==> src/design/xps_pkg.sv <==
// constants, carriers and decode helpers for the crosspoint switch serial control block
package xps_pkg;

  // ***************************************************************
  // array geometry and reset values
  // ***************************************************************
  localparam int unsigned NUM_SW        = 64;      // 8 row lines by 8 column lines
  localparam logic [63:0] SW_RESET      = 64'h0;   // every switch open
  localparam logic [23:0] CMD_RESET     = 24'h0;   // command word cleared
  localparam logic [2:0]  ROW_RESET     = 3'h0;    // readback row after reset

  // ***************************************************************
  // serial bus constants
  // ***************************************************************
  localparam logic [3:0] ADDR_FIXED     = 4'he;    // upper four address bits, 1110
  localparam logic [4:0] HS_MASTER_CODE = 5'h01;   // 00001xxx enters high-speed mode
  localparam logic [3:0] BITS_PER_BYTE  = 4'h8;    // data bits before the ack slot
  localparam logic [3:0] CNT_RESET      = 4'h0;    // bit counter start
  localparam logic       DIR_READ       = 1'b1;    // direction bit value for a read

  // ***************************************************************
  // row select decode
  // ***************************************************************
  localparam logic [3:0] ROW_CODE_LAST_DIRECT = 4'h5; // 0000..0101 give rows 0..5
  localparam logic [3:0] ROW_CODE_ROW6        = 4'h8; // 1000 gives row 6
  localparam logic [3:0] ROW_CODE_ROW7        = 4'h9; // 1001 gives row 7
  localparam logic [2:0] ROW_IDX_ROW6         = 3'h6;
  localparam logic [2:0] ROW_IDX_ROW7         = 3'h7;

  // ***************************************************************
  // carriers
  // ***************************************************************
  // the 24-bit command word as shifted in, first bit at the top
  typedef struct packed {
    logic [6:0] dev_addr;            // slave address
    logic       rd_not_wr;           // direction bit
    logic       switch_on;           // 1 closes, 0 opens
    logic [3:0] row_select_code;     // row line code
    logic [2:0] column_select_code;  // column line code
    logic [6:0] unused;              // ignored bits
    logic       load_update_bit;     // 1 applies pending state
  } xps_cmd_word_t;

  // pins from outside the clock domain, synchronised together
  typedef struct packed {
    logic       scl;                 // serial clock from the master
    logic       sda;                 // serial data line level
    logic       reset_n;             // reset pin, active low
    logic [2:0] strap;               // address strap pins
  } xps_pins_t;

  localparam xps_pins_t PINS_IDLE = 6'h38; // bus released, reset pin high, straps low

  // decoded row selection
  typedef struct packed {
    logic       valid;               // code is not reserved
    logic [2:0] idx;                 // row line index
  } xps_row_t;

  // one-hot serial engine states
  typedef enum logic [7:0] {
    ST_IDLE     = 8'h01,             // waiting for a start
    ST_ADDR     = 8'h02,             // shifting the address byte
    ST_ADDR_ACK = 8'h04,             // acknowledging our address
    ST_WR       = 8'h08,             // shifting a command byte
    ST_WR_ACK   = 8'h10,             // acknowledging a command byte
    ST_RD       = 8'h20,             // sending readback bits
    ST_RD_ACK   = 8'h40,             // sampling the master's ack
    ST_SKIP     = 8'h80              // not addressed, wait for start or stop
  } xps_state_t;

  // row code to row index; reserved codes come back invalid
  function automatic xps_row_t row_decode(input logic [3:0] code);
    xps_row_t r;
    r.valid = 1'b1;
    r.idx   = code[2:0];
    if (code == ROW_CODE_ROW6) begin
      r.idx = ROW_IDX_ROW6;
    end else if (code == ROW_CODE_ROW7) begin
      r.idx = ROW_IDX_ROW7;
    end else if (code > ROW_CODE_LAST_DIRECT) begin
      r.valid = 1'b0;
    end
    return r;
  endfunction

  // flat switch index: row times eight plus column
  function automatic logic [5:0] sw_index(input logic [2:0] row, input logic [2:0] col);
    return {row, col};
  endfunction

endpackage

==> src/design/xps_ctrl.sv <==
// serial slave and double-buffered switch store of the 8x8 crosspoint array
`timescale 1ns/1ns
`default_nettype none

// How it works
// reset pin low opens all 64 switches
// power-up reset zeroes switches and registers
// load bit set applies state after word
// load bit clear holds; last word applies all
// readback in standard and fast modes only
// slave only; serial clock never driven
// runs at standard, fast, high-speed rates
// address is 1110 plus three strap pins
// start, then eight bits: address, direction
// matching address acked on ninth pulse
// direction 1 reads, 0 writes
// nine pulses per byte, receiver acks
// data changes only while clock low
// master ends with stop after write
// master nacks, then stops, after read
// write is address byte plus two bytes
// top command bit closes or opens switch
// row and column codes from command bits
// ignore middle bits; bit 0 is load bit
// any combination of closed switches allowed
// a write changes only its own switch
// master keeps reset pin high when writing
// row codes map, some codes reserved
// reserved row code changes nothing
// reset clears pending and applied stages
module xps_ctrl
  import xps_pkg::*;
(
  input  wire logic        core_clk_i,       // block clock, 125 MHz
  input  wire logic        rst_i,            // power-on reset, active high, synchronous
  input  wire logic        reset_n_i,        // reset pin, active low, asynchronous source
  input  wire logic        scl_i,            // serial clock pin level
  input  wire logic        sda_i,            // serial data pin level
  output logic             sda_o,            // serial data output value, always low
  output logic             sda_oe_n_o,       // low while pulling the data line low
  input  wire logic        addr_strap_bit0_i, // address bit 0 strap
  input  wire logic        addr_strap_bit1_i, // address bit 1 strap
  input  wire logic        addr_strap_bit2_i, // address bit 2 strap
  output logic [63:0]      switch_state_o,   // applied switches, bit row*8+column
  output logic [63:0]      pending_state_o,  // latched switches awaiting the load bit
  output logic             hs_mode_o         // high-speed mode entered until stop
);

  // ***************************************************************
  // pin synchronisers
  // ***************************************************************
  xps_pins_t pins_s1_q, pins_s2_q, pins_s3_q; // three-stage chain
  xps_pins_t filt_q, filt_d;                  // agreed pin levels
  xps_pins_t pins_raw;                        // pins gathered as one word
  xps_pins_t agree;                           // stages two and three agree

  assign pins_raw = '{scl: scl_i, sda: sda_i, reset_n: reset_n_i,
                      strap: {addr_strap_bit2_i, addr_strap_bit1_i, addr_strap_bit0_i}};

  // a level only counts once stages two and three agree; this also swallows
  // single-sample glitches on the open-drain lines
  always_comb begin
    agree  = ~(pins_s2_q ^ pins_s3_q);
    filt_d = (filt_q & ~agree) | (pins_s3_q & agree);
  end

  // stage one feeds stage two only
  always_ff @(posedge core_clk_i) begin
    if (rst_i) begin
      pins_s1_q <= PINS_IDLE;
      pins_s2_q <= PINS_IDLE;
      pins_s3_q <= PINS_IDLE;
      filt_q    <= PINS_IDLE;
    end else begin
      pins_s1_q <= pins_raw;
      pins_s2_q <= pins_s1_q;
      pins_s3_q <= pins_s2_q;
      filt_q    <= filt_d;
    end
  end

  // ***************************************************************
  // bus events
  // ***************************************************************
  logic scl_rise;     // serial clock rising
  logic scl_fall;     // serial clock falling
  logic bus_start;    // data falls while clock high
  logic bus_stop;     // data rises while clock high
  logic clr;          // reset pin or power-on reset
  logic [6:0] own_addr; // our slave address

  // the serial clock is only ever sampled, never driven
  always_comb begin
    scl_rise  = ~filt_q.scl & filt_d.scl;
    scl_fall  = filt_q.scl & ~filt_d.scl;
    bus_start = filt_q.scl & filt_d.scl & filt_q.sda & ~filt_d.sda;
    bus_stop  = filt_q.scl & filt_d.scl & ~filt_q.sda & filt_d.sda;
    clr       = rst_i | ~filt_q.reset_n;
    own_addr  = {ADDR_FIXED, filt_q.strap};
  end

  // ***************************************************************
  // serial engine and switch store
  // ***************************************************************
  xps_state_t    state_q, state_d;     // engine state
  logic [3:0]    cnt_q, cnt_d;         // bits seen in this byte
  logic [7:0]    shreg_q, shreg_d;     // receive shift register
  logic [7:0]    tx_q, tx_d;           // readback byte being sent
  logic          half_q, half_d;       // 1 once the first command byte is in
  logic          mack_q, mack_d;       // master acked the last read byte
  logic          hs_q, hs_d;           // high-speed mode in force
  logic          oe_n_q, oe_n_d;       // data line release, low pulls low
  xps_cmd_word_t cmd_q, cmd_d;         // switch_command_word
  logic [63:0]   pend_q, pend_d;       // pending latch stage
  logic [63:0]   appl_q, appl_d;       // applied switch stage
  logic [2:0]    rd_row_q, rd_row_d;   // row shown on readback
  xps_row_t      row_dec;              // decoded row of a complete word
  xps_cmd_word_t word_in;              // word with its final byte merged

  // next-state logic; start and stop take precedence over bit handling
  always_comb begin
    state_d  = state_q;
    cnt_d    = cnt_q;
    shreg_d  = shreg_q;
    tx_d     = tx_q;
    half_d   = half_q;
    mack_d   = mack_q;
    hs_d     = hs_q;
    oe_n_d   = oe_n_q;
    cmd_d    = cmd_q;
    pend_d   = pend_q;
    appl_d   = appl_q;
    rd_row_d = rd_row_q;
    word_in  = cmd_q;
    word_in.unused          = shreg_q[7:1];
    word_in.load_update_bit = shreg_q[0];
    row_dec  = row_decode(word_in.row_select_code);

    if (bus_stop) begin
      // a stop frees the bus and drops high-speed mode
      state_d = ST_IDLE;
      hs_d    = 1'b0;
      oe_n_d  = 1'b1;
    end else if (bus_start) begin
      // start or repeated start; high-speed mode survives a repeated start
      state_d = ST_ADDR;
      cnt_d   = CNT_RESET;
      oe_n_d  = 1'b1;
    end else begin
      unique case (state_q)
        ST_IDLE, ST_SKIP: begin
          // not ours: stay off the bus until the next start
          oe_n_d = 1'b1;
        end
        ST_ADDR, ST_WR: begin
          if (scl_rise) begin
            // sample msb first while the clock is high
            shreg_d = {shreg_q[6:0], filt_d.sda};
            cnt_d   = cnt_q + 4'h1;
          end else if (scl_fall && cnt_q == BITS_PER_BYTE) begin
            cnt_d = CNT_RESET;
            if (state_q == ST_ADDR) begin
              if (shreg_q[7:1] == own_addr &&
                  !(shreg_q[0] == DIR_READ && hs_q)) begin
                // our address: pull low for the ninth pulse
                state_d         = ST_ADDR_ACK;
                oe_n_d          = 1'b0;
                cmd_d.dev_addr  = shreg_q[7:1];
                cmd_d.rd_not_wr = shreg_q[0];
              end else if (shreg_q[7:3] == HS_MASTER_CODE) begin
                // master code is never acked; it enters high-speed mode, where read addresses are not acked
                hs_d    = 1'b1;
                state_d = ST_SKIP;
              end else begin
                state_d = ST_SKIP;
              end
            end else begin
              state_d = ST_WR_ACK;
              oe_n_d  = 1'b0;
              half_d  = ~half_q;
              if (!half_q) begin
                // first command byte: switch value, row and column codes
                cmd_d.switch_on          = shreg_q[7];
                cmd_d.row_select_code    = shreg_q[6:3];
                cmd_d.column_select_code = shreg_q[2:0];
              end else begin
                cmd_d = word_in;
                if (row_dec.valid) begin
                  // touch only the addressed bit of the latch
                  pend_d[sw_index(row_dec.idx, word_in.column_select_code)] =
                    word_in.switch_on;
                  rd_row_d = row_dec.idx;
                end
                // reserved rows leave latch and switches untouched
                if (word_in.load_update_bit && row_dec.valid) begin
                  appl_d = pend_d;
                end
              end
            end
          end
        end
        ST_ADDR_ACK: begin
          if (scl_fall) begin
            cnt_d = CNT_RESET;
            if (cmd_q.rd_not_wr == DIR_READ) begin
              // put the first readback bit out as the ack ends
              state_d = ST_RD;
              tx_d    = appl_q[sw_index(rd_row_q, 3'h0) +: 8];
              oe_n_d  = appl_q[sw_index(rd_row_q, 3'h7)];
            end else begin
              state_d = ST_WR;
              half_d  = 1'b0;
              oe_n_d  = 1'b1;
            end
          end
        end
        ST_WR_ACK: begin
          if (scl_fall) begin
            // release after the ninth pulse; further pairs form new words
            state_d = ST_WR;
            oe_n_d  = 1'b1;
          end
        end
        ST_RD: begin
          if (scl_rise) begin
            cnt_d = cnt_q + 4'h1;
          end else if (scl_fall) begin
            if (cnt_q == BITS_PER_BYTE) begin
              // hand the line to the master for its ack
              state_d = ST_RD_ACK;
              oe_n_d  = 1'b1;
            end else begin
              oe_n_d  = tx_q[3'(4'h7 - cnt_q)];
            end
          end
        end
        ST_RD_ACK: begin
          if (scl_rise) begin
            mack_d = ~filt_d.sda;
          end else if (scl_fall) begin
            cnt_d = CNT_RESET;
            if (mack_q) begin
              // master acked: send the same row again
              state_d = ST_RD;
              tx_d    = appl_q[sw_index(rd_row_q, 3'h0) +: 8];
              oe_n_d  = appl_q[sw_index(rd_row_q, 3'h7)];
            end else begin
              state_d = ST_SKIP;
            end
          end
        end
        default: begin
          // an illegal code recovers to idle with the line released
          state_d = ST_IDLE;
          oe_n_d  = 1'b1;
        end
      endcase
    end
  end

  // registers; the reset pin clears both store stages, not just the switches
  always_ff @(posedge core_clk_i) begin
    if (clr) begin
      state_q  <= ST_IDLE;
      cnt_q    <= CNT_RESET;
      shreg_q  <= 8'h00;
      tx_q     <= 8'h00;
      half_q   <= 1'b0;
      mack_q   <= 1'b0;
      hs_q     <= 1'b0;
      oe_n_q   <= 1'b1;
      cmd_q    <= CMD_RESET;
      pend_q   <= SW_RESET;
      appl_q   <= SW_RESET;
      rd_row_q <= ROW_RESET;
    end else begin
      state_q  <= state_d;
      cnt_q    <= cnt_d;
      shreg_q  <= shreg_d;
      tx_q     <= tx_d;
      half_q   <= half_d;
      mack_q   <= mack_d;
      hs_q     <= hs_d;
      oe_n_q   <= oe_n_d;
      cmd_q    <= cmd_d;
      pend_q   <= pend_d;
      appl_q   <= appl_d;
      rd_row_q <= rd_row_d;
    end
  end

  // ***************************************************************
  // outputs
  // ***************************************************************
  // open-drain: the value is always low, only the enable moves. at 3.4 MHz
  // the four-cycle sampling delay still fits well inside the clock low time
  assign sda_o           = 1'b0;
  assign sda_oe_n_o      = oe_n_q;
  assign switch_state_o  = appl_q;
  assign pending_state_o = pend_q;
  assign hs_mode_o       = hs_q;

endmodule
`default_nettype wire

==> config.mk <==
export PLATFORM = sky130hd
export DESIGN_NAME = xps_ctrl
export DESIGN_NICKNAME = d
export VERILOG_FILES = /design/src/design/xps_pkg.sv /design/src/design/xps_ctrl.sv
export SDC_FILE = /design/constraint.sdc
export NUM_CORES = 1
export LEC_CHECK = 0
export BUFFER_PORTS_ARGS = -buffer_cell sky130_fd_sc_hd__buf_2
export CORE_MARGIN = 10
export CORE_UTILIZATION = 42
export CTS_CLUSTER_SIZE = 24
export DETAILED_ROUTE_END_ITERATION = 10
export GPL_TIMING_DRIVEN = 0
export SLEW_MARGIN = 20
export SYNTH_ARGS = -nofsm -noshare
export SYNTH_HDL_FRONTEND = slang
export SYNTH_SLANG_ARGS = --single-unit
==> constraint.sdc <==
create_clock -name core_clk_i -period 2.3 [get_ports core_clk_i]
set_input_delay 0.575 -clock core_clk_i [delete_from_list [all_inputs] [get_ports core_clk_i]]
set_output_delay 0.575 -clock core_clk_i [all_outputs]
set_load 0.005 [all_outputs]
## After elaboration in Yosys (flattened, before gate mapping)

Index checks and enable logic that the tools add are counted.

| word-level totals | value |
|---|---|
| flip-flop bits (word level) | 196 |
| bits of input ports | 8 |
| output and inout port bits | 131 |
| logic and storage cells | 193 |

| cells by class | value |
|---|---|
| add/subtract/negate cells | 2 |
| $lt $le $gt $ge | 5 |
| eq/ne operators | 39 |
| shifts and indexed selects | 1 |
| mux-type cells | 61 |
| bitwise logic cells | 26 |
| reduce and logical (&&, ||, !) cells | 27 |

Operators by type and width:

| kind | number |
|---|---|
| two-way mux 8 bit | 17 |
| bitwise mux 64 bit | 1 |
| two-way mux 64 bit | 1 |
| indexed part select 64 x 7 -> 8 bit | 1 |
| case mux 8 bit (6 select lines) | 1 |
| != test 3 bit, second input constant | 11 |
| AND reduction 8 bit | 4 |
| AND reduction 10 bit | 3 |
| != test 2 bit, second input constant | 14 |
| AND reduction 7 bit | 4 |
| two-way mux 1 bit | 24 |
| two-way mux 4 bit | 6 |
| case mux 4 bit (4 select lines) | 1 |
| case mux 8 bit (2 select lines) | 1 |
| less-than comparator 6 x 7 -> 1 bit, second input constant | 2 |
| bitwise AND 6 bit | 2 |
| == test 4 bit, second input constant | 3 |
| NOT 1 bit | 12 |
| NOT 6 bit | 2 |
| == test 8 x 1 -> 1 bit, second input constant | 1 |
| == test 8 x 2 -> 1 bit, second input constant | 1 |
| == test 8 x 3 -> 1 bit, second input constant | 1 |
| == test 8 x 4 -> 1 bit, second input constant | 1 |
| == test 8 x 5 -> 1 bit, second input constant | 1 |
| other kinds (30) | 46 |

## Depth between registers and ports, before layout

| depth | value |
|---|---|
| word-level depth | 12 |
| gate-level depth with buffers | 10 |
| depth with buffers taken out | 8 |

## Least setup slack after synthesis

Ideal clock, no wire load.

| timing | value |
|---|---|
| kind | reg2reg |
| start point | register cmd_q[14] (netlist name) |
| end point | register appl_q[47] (netlist: switch_state_o[47]) |
| library setup time | 0.116 ns |
| data arrival time | 2.158 ns |
| required time | 2.184 ns |
| path slack | 0.026 ns |
| stages on the path, launching flop included | 10 |
| buffers on the path | 3 |
| clock period less this slack | 2.274 ns |
| cell sequence | dfxtp_1 -> clkbuf_1 -> maj3_1 -> buf_2 -> or3b_2 -> clkbuf_1 -> nor2_1 -> mux2_2 -> nor2_1 -> nor2_1 |

| on the way | value |
|---|---|
| word-level cells in the longest chain between the ends | 9 |
| elaborated cells on any way between the ends | 17 |
| those cells by class | order compare: 3; eq/ne: 2; mux: 9; reduce/logical: 3 |

RTL lines:

| element | RTL line | source |
|---|---|---|
| from (decl) | xps_ctrl.sv:113 | `xps_cmd_word_t cmd_q, cmd_d;` |
| from (signal assigned) | xps_ctrl.sv:285 | `cmd_q <= cmd_d;` |
| == test 4 bit | xps_pkg.sv:79 | `end else if (code == ROW_CODE_ROW7) begin` |
| two-way mux 3 bit | xps_pkg.sv:79 |  |
| two-way mux 3 bit | xps_pkg.sv:77 | `if (code == ROW_CODE_ROW6) begin` |
| less-than comparator 6 x 7 -> 1 bit (not written as such) / >= comparator 6 x 1 -> 1 bit (equally long branches) | xps_ctrl.sv:190 | `pend_d[sw_index(row_dec.idx, word_in.column_select_code)] =` |
| logical AND 1 bit (not written as such) | xps_ctrl.sv:190 |  |
| two-way mux 1 bit (not written as such) | xps_ctrl.sv:190 |  |
| demux 1 bit (select 6 bit) | xps_ctrl.sv:190 |  |
| bitwise mux 64 bit | xps_ctrl.sv:190 |  |
| two-way mux 64 bit | xps_ctrl.sv:188 | `if (row_dec.valid) begin` |
| to (signal assigned) | xps_ctrl.sv:287 | `appl_q <= appl_d;` |
| to (decl) | xps_ctrl.sv:115 | `logic [63:0] appl_q, appl_d;` |

Several ways; a longest one is shown, not always the timed one.
A chain may end at the register's enable or synchronous reset.

## Final worst setup path

| timing | value |
|---|---|
| start point | register state_q[7] |
| end point | register appl_q[24] (netlist: switch_state_o[24]) |

| on the way | value |
|---|---|
| word-level cells in the longest chain between the ends | 3 |
| elaborated cells on any way between the ends | 5 |
| those cells by class | eq/ne: 2; bitwise: 1; reduce/logical: 2 |

RTL lines:

| element | RTL line | source |
|---|---|---|
| from (decl) | xps_ctrl.sv:105 | `xps_state_t state_q, state_d;` |
| from (signal assigned) | xps_ctrl.sv:277 | `state_q <= state_d;` |
| == test 8 x 2 -> 1 bit / == test 8 x 4 -> 1 bit (equally long branches) | xps_ctrl.sv:150, xps_ctrl.sv:162 |  |
| OR reduction 2 bit / NOT 1 bit (equally long branches) | -- |  |
| AND reduction 8 bit (no source line) (*) | -- |  |

Mark *: on every way between the ends. The rest lies on a longest branch, timed or not.

==> results.json <==
{
  "p_sw_frac": 0.235,
  "ys_seq_elements": 196,
  "antenna_found_initial": 0,
  "rows": 53,
  "ir_drop_v": 0.000536,
  "hold_path_startpoint": "sda_i",
  "timing.final.crit_share": 1.02,
  "dpl-instance-area_um2": 10100,
  "dr.pass1.iters": 4,
  "wl_um": 31100,
  "fin_crit_ns": 2.35,
  "core_um2": 21100,
  "syn_area_um2": 9030,
  "vias": 8355,
  "syn-num-nets": 1048,
  "cts_sinks": 196,
  "hold_path_class": "in2reg",
  "violations": "negative setup slack",
  "initial_utilization": 0.428,
  "synth_compound_area_frac": 0.148,
  "diodes": 0,
  "synth.distinct_cells": 60,
  "hold_buffers": 0,
  "final_nets": 1218,
  "dpl.hpwl_um": 22800,
  "grt_max_degree": 19,
  "syn_area_per_cell_um2": 8.70,
  "synth_xor_area_frac": 0.00776,
  "final_cell_area_um2": 11400,
  "fin_skew_ns": 0.0116,
  "instances_no_fill": 1496,
  "yosysSeqAreaShare": 0.434,
  "critPathCaptureType": "flip-flop",
  "min_path_cells": 2,
  "dieArea_um2": 27800,
  "cts_root_buf": "clkbuf_16",
  "synth_top_family_by_area": "simple AND/OR/NAND/NOR gates",
  "timing.final.ws_setup_ns": -0.0494,
  "ant_nets": 0,
  "status": "finished with violations",
  "place.gp.congestion": 0.940,
  "clock.fmax_mhz": 426,
  "wl_per_cell_um": 20.8,
  "drv_cap": 0,
  "slew_viol_final": 0,
  "tritoncts": "done",
  "worst_slew_pin_slew_ns": 0.761,
  "portBuffers": 137,
  "setup-violations-final": 35,
  "yosys-top-cells-area": "dfxtp_1 43%, nor2_1 11%, mux2i_1 6.8%",
  "synth-main-ff-cell": "dfxtp_1",
  "worstReg2RegEnd": "switch_state_o[24]",
  "cp_max_fo": 6,
  "finalPower_uw": 6520,
  "ys_warn_count": 0,
  "synth_cells": 1038,
  "clkTransAtPathRegs_ns": 0.07,
  "r2r_slack_ns": -0.05,
  "fillers": 2007,
  "num_io_pins": 139,
  "worstSetupStartpointType": "flip-flop",
  "whs_endpoint": "pins_s1_q[4]",
  "dp.cells": 1450,
  "die_h_um": 167,
  "crit_type": "reg2reg",
  "insertion_delay_ns": 0.43,
  "clockBufferDepth": 2,
  "die_w_um": 167,
  "avgViaCountPerCell": 5.58,
  "synth_adder_area_share": 0.00499,
  "overflow": 0,
  "critPathArrivalTime_ns": 2.68,
  "rsz0062_at_grt": "true",
  "cp.required_ns": 2.63,
  "post-place-ws_ns": -0.583,
  "synth.mux.area_fraction": 0.152,
  "hold_violations": 0,
  "pwr-share-clk": 0.449,
  "drive_gt1_frac": 0.318,
  "area_growth_pct": 26.6,
  "synth_top_area_frac": 0.434,
  "synth_edf_count": 0,
  "p_sw_uw": 1530,
  "p_int_uw": 4990,
  "track_usage": 0.212,
  "slew_headroom": 0.493,
  "power_frac_comb": 0.026,
  "seq_power_share": 0.524,
  "yosys.area_share.simple": 0.208,
  "numCtsBuffers": 17,
  "yosysTopAreaCell": "dfxtp_1",
  "r2r_cells": 9,
  "p_per_area_nw_per_um2": 570,
  "drt_iter0_markers": 647,
  "htree_levels": 4,
  "leakage_uw": 0.00474,
  "reg2reg_from": "state_q[7]",
  "synth-async-reset-ratio": 0,
  "grt_first_pass_wirelength_um": 47100,
  "drcViolationCount": 0,
  "grt_pass1_vias": 8035
}
## state kept, by name (all words and copies together), names as in the netlist, 8 cells and up, named ones only
register	flops
pending_state_o	64
switch_state_o	64
cmd_q	9
shreg_q	8
state_q	8
tx_q	8
## final cells by class
class	instances	area [um^2]	share of cell area
plain buffers	73	474	0.0415
clock buffers	18	429	0.0375
clock inverters	14	143	0.0125
inverters	5	18.8	0.00164
multi-input cells	749	5090	0.445
flip-flops and latches	196	3940	0.345
well taps	275	344	0.0301
repair buffers	166	995	0.0870
## worst max-delay path: stages, from the launching register on
cell       delay, ns
dfxtp_4         0.35
or4_4           0.58
nor3_4          0.34
and3_4          0.28
nand3b_1        0.11
buf_6           0.16
buf_6           0.13
clkbuf_16       0.16
nor2_4          0.09
nor2_1          0.04
## worst max-delay path by stage
stage | start | end
after global placement | state_q[0] | switch_state_o[28]
after detailed placement | state_q[0] | switch_state_o[28]
after floorplan | cmd_q[14] | switch_state_o[47]
final | state_q[7] | switch_state_o[24]
after global routing | state_q[7] | switch_state_o[18]
after CTS | state_q[0] | switch_state_o[8]
## cell usage in the layout, fill, tap and decap left out, drive strengths merged, types with 3 or more instances in the layout
| master | Yosys | final |
|---|---|---|
| inv | 5 | 11 |
| nand3 | 8 | 8 |
| nand3b | 8 | 8 |
| nand2b | 10 | 10 |
| nor4 | 4 | 4 |
| clkbuf | 62 | 71 |
| nor3 | 18 | 18 |
| o211ai | 4 | 4 |
| clkinv | 0 | 3 |
| or3b | 5 | 5 |
| mux2 | 32 | 32 |
| buf | 26 | 186 |
| nand4 | 5 | 5 |
| a21oi | 54 | 54 |
| clkinvlp | 0 | 4 |
| nor2b | 15 | 15 |
| nor2 | 255 | 255 |
| mux2i | 61 | 61 |
| or2 | 11 | 11 |
| xor2 | 3 | 3 |
| xnor2 | 5 | 5 |
| dfxtp | 196 | 196 |
| mux4 | 18 | 18 |
| a211oi | 41 | 41 |
| or3 | 17 | 17 |
| nand2 | 30 | 30 |
| nor3b | 5 | 5 |
| o21ai | 105 | 105 |
## logic make-up (layout without fill, tap and decap cells)
logic type,Yosys count,count (layout)
buffers and inverters,93,276
AOI/OAI and AO/OA,223,223
xor gates and xnor gates,8,8
DFF,196,196
adders and majority gates,4,4
and+or+nand+nor,402,402
other,1,1
muxes,111,111
## stage by stage
stage / hold slack [ns] / setup TNS, ns / util
after floorplan: 0.389 / 0 / -
after global placement: 0.399 / -49.16 / 0.477
after detailed placement: 0.397 / -48.83 / 0.477
after CTS: 0.313 / -0.997 / 0.526
after global routing: 0.316 / -4.28 / 0.542
final: 0.322 / -0.773 / 0.542
## routing by layer
metal | GRT usage | part of all wire | wire [um]
met5 | 0 | 0 | 0
met4 | 0.0817 | 0.036 | 1120
met3 | 0.0497 | 0.068 | 2130
met2 | 0.351 | 0.47 | 14700
met1 | 0.262 | 0.42 | 13100
## synthesized netlist by cell type, types with 2 or more instances
master,number
buf_1,4
xnor2_1,5
clkbuf_1,62
nor2b_1,15
a32oi_1,2
nor3_1,15
mux4_2,18
nor4_1,3
buf_2,17
o2111ai_1,2
nor3_4,2
ha_1,2
a211oi_1,31
buf_6,2
nand4b_1,2
o31ai_1,2
inv_1,5
nor3b_1,4
nand3_1,7
o21ai_0,105
buf_4,3
maj3_1,2
xor2_1,3
nand4_1,5
dfxtp_1,196
nand2b_1,10
or3b_2,5
and3_1,2
a31oi_1,2
nand2_1,30
a21oi_1,54
a211oi_2,10
nand3b_1,8
mux2i_1,61
mux2_2,32
nor2_1,254
o211ai_1,4
nor4b_1,2
or3_1,17
or4_1,2
o21bai_1,2
or2_2,11
## power groups by stage
stage          Sequential (uW)  Combinational, uW  Clock [uW]
4_1_cts                   3420                169        2960
5_1_grt                   3420                185        3100
2_1_floorplan             3490                107           0
6_report                  3420                172        2930
3_3_place_gp              3490                164           0
3_5_place_dp              3490                161           0
## repair_timing
item / CTS / global route
gates cloned: 2 / 3
setup buffers: 16 / 8
pin swaps: 35 / 25
resized for setup: 105 / 83
setup endpoints to repair: 166 / 145
Note: power is estimated with default switching activity, not from simulation.
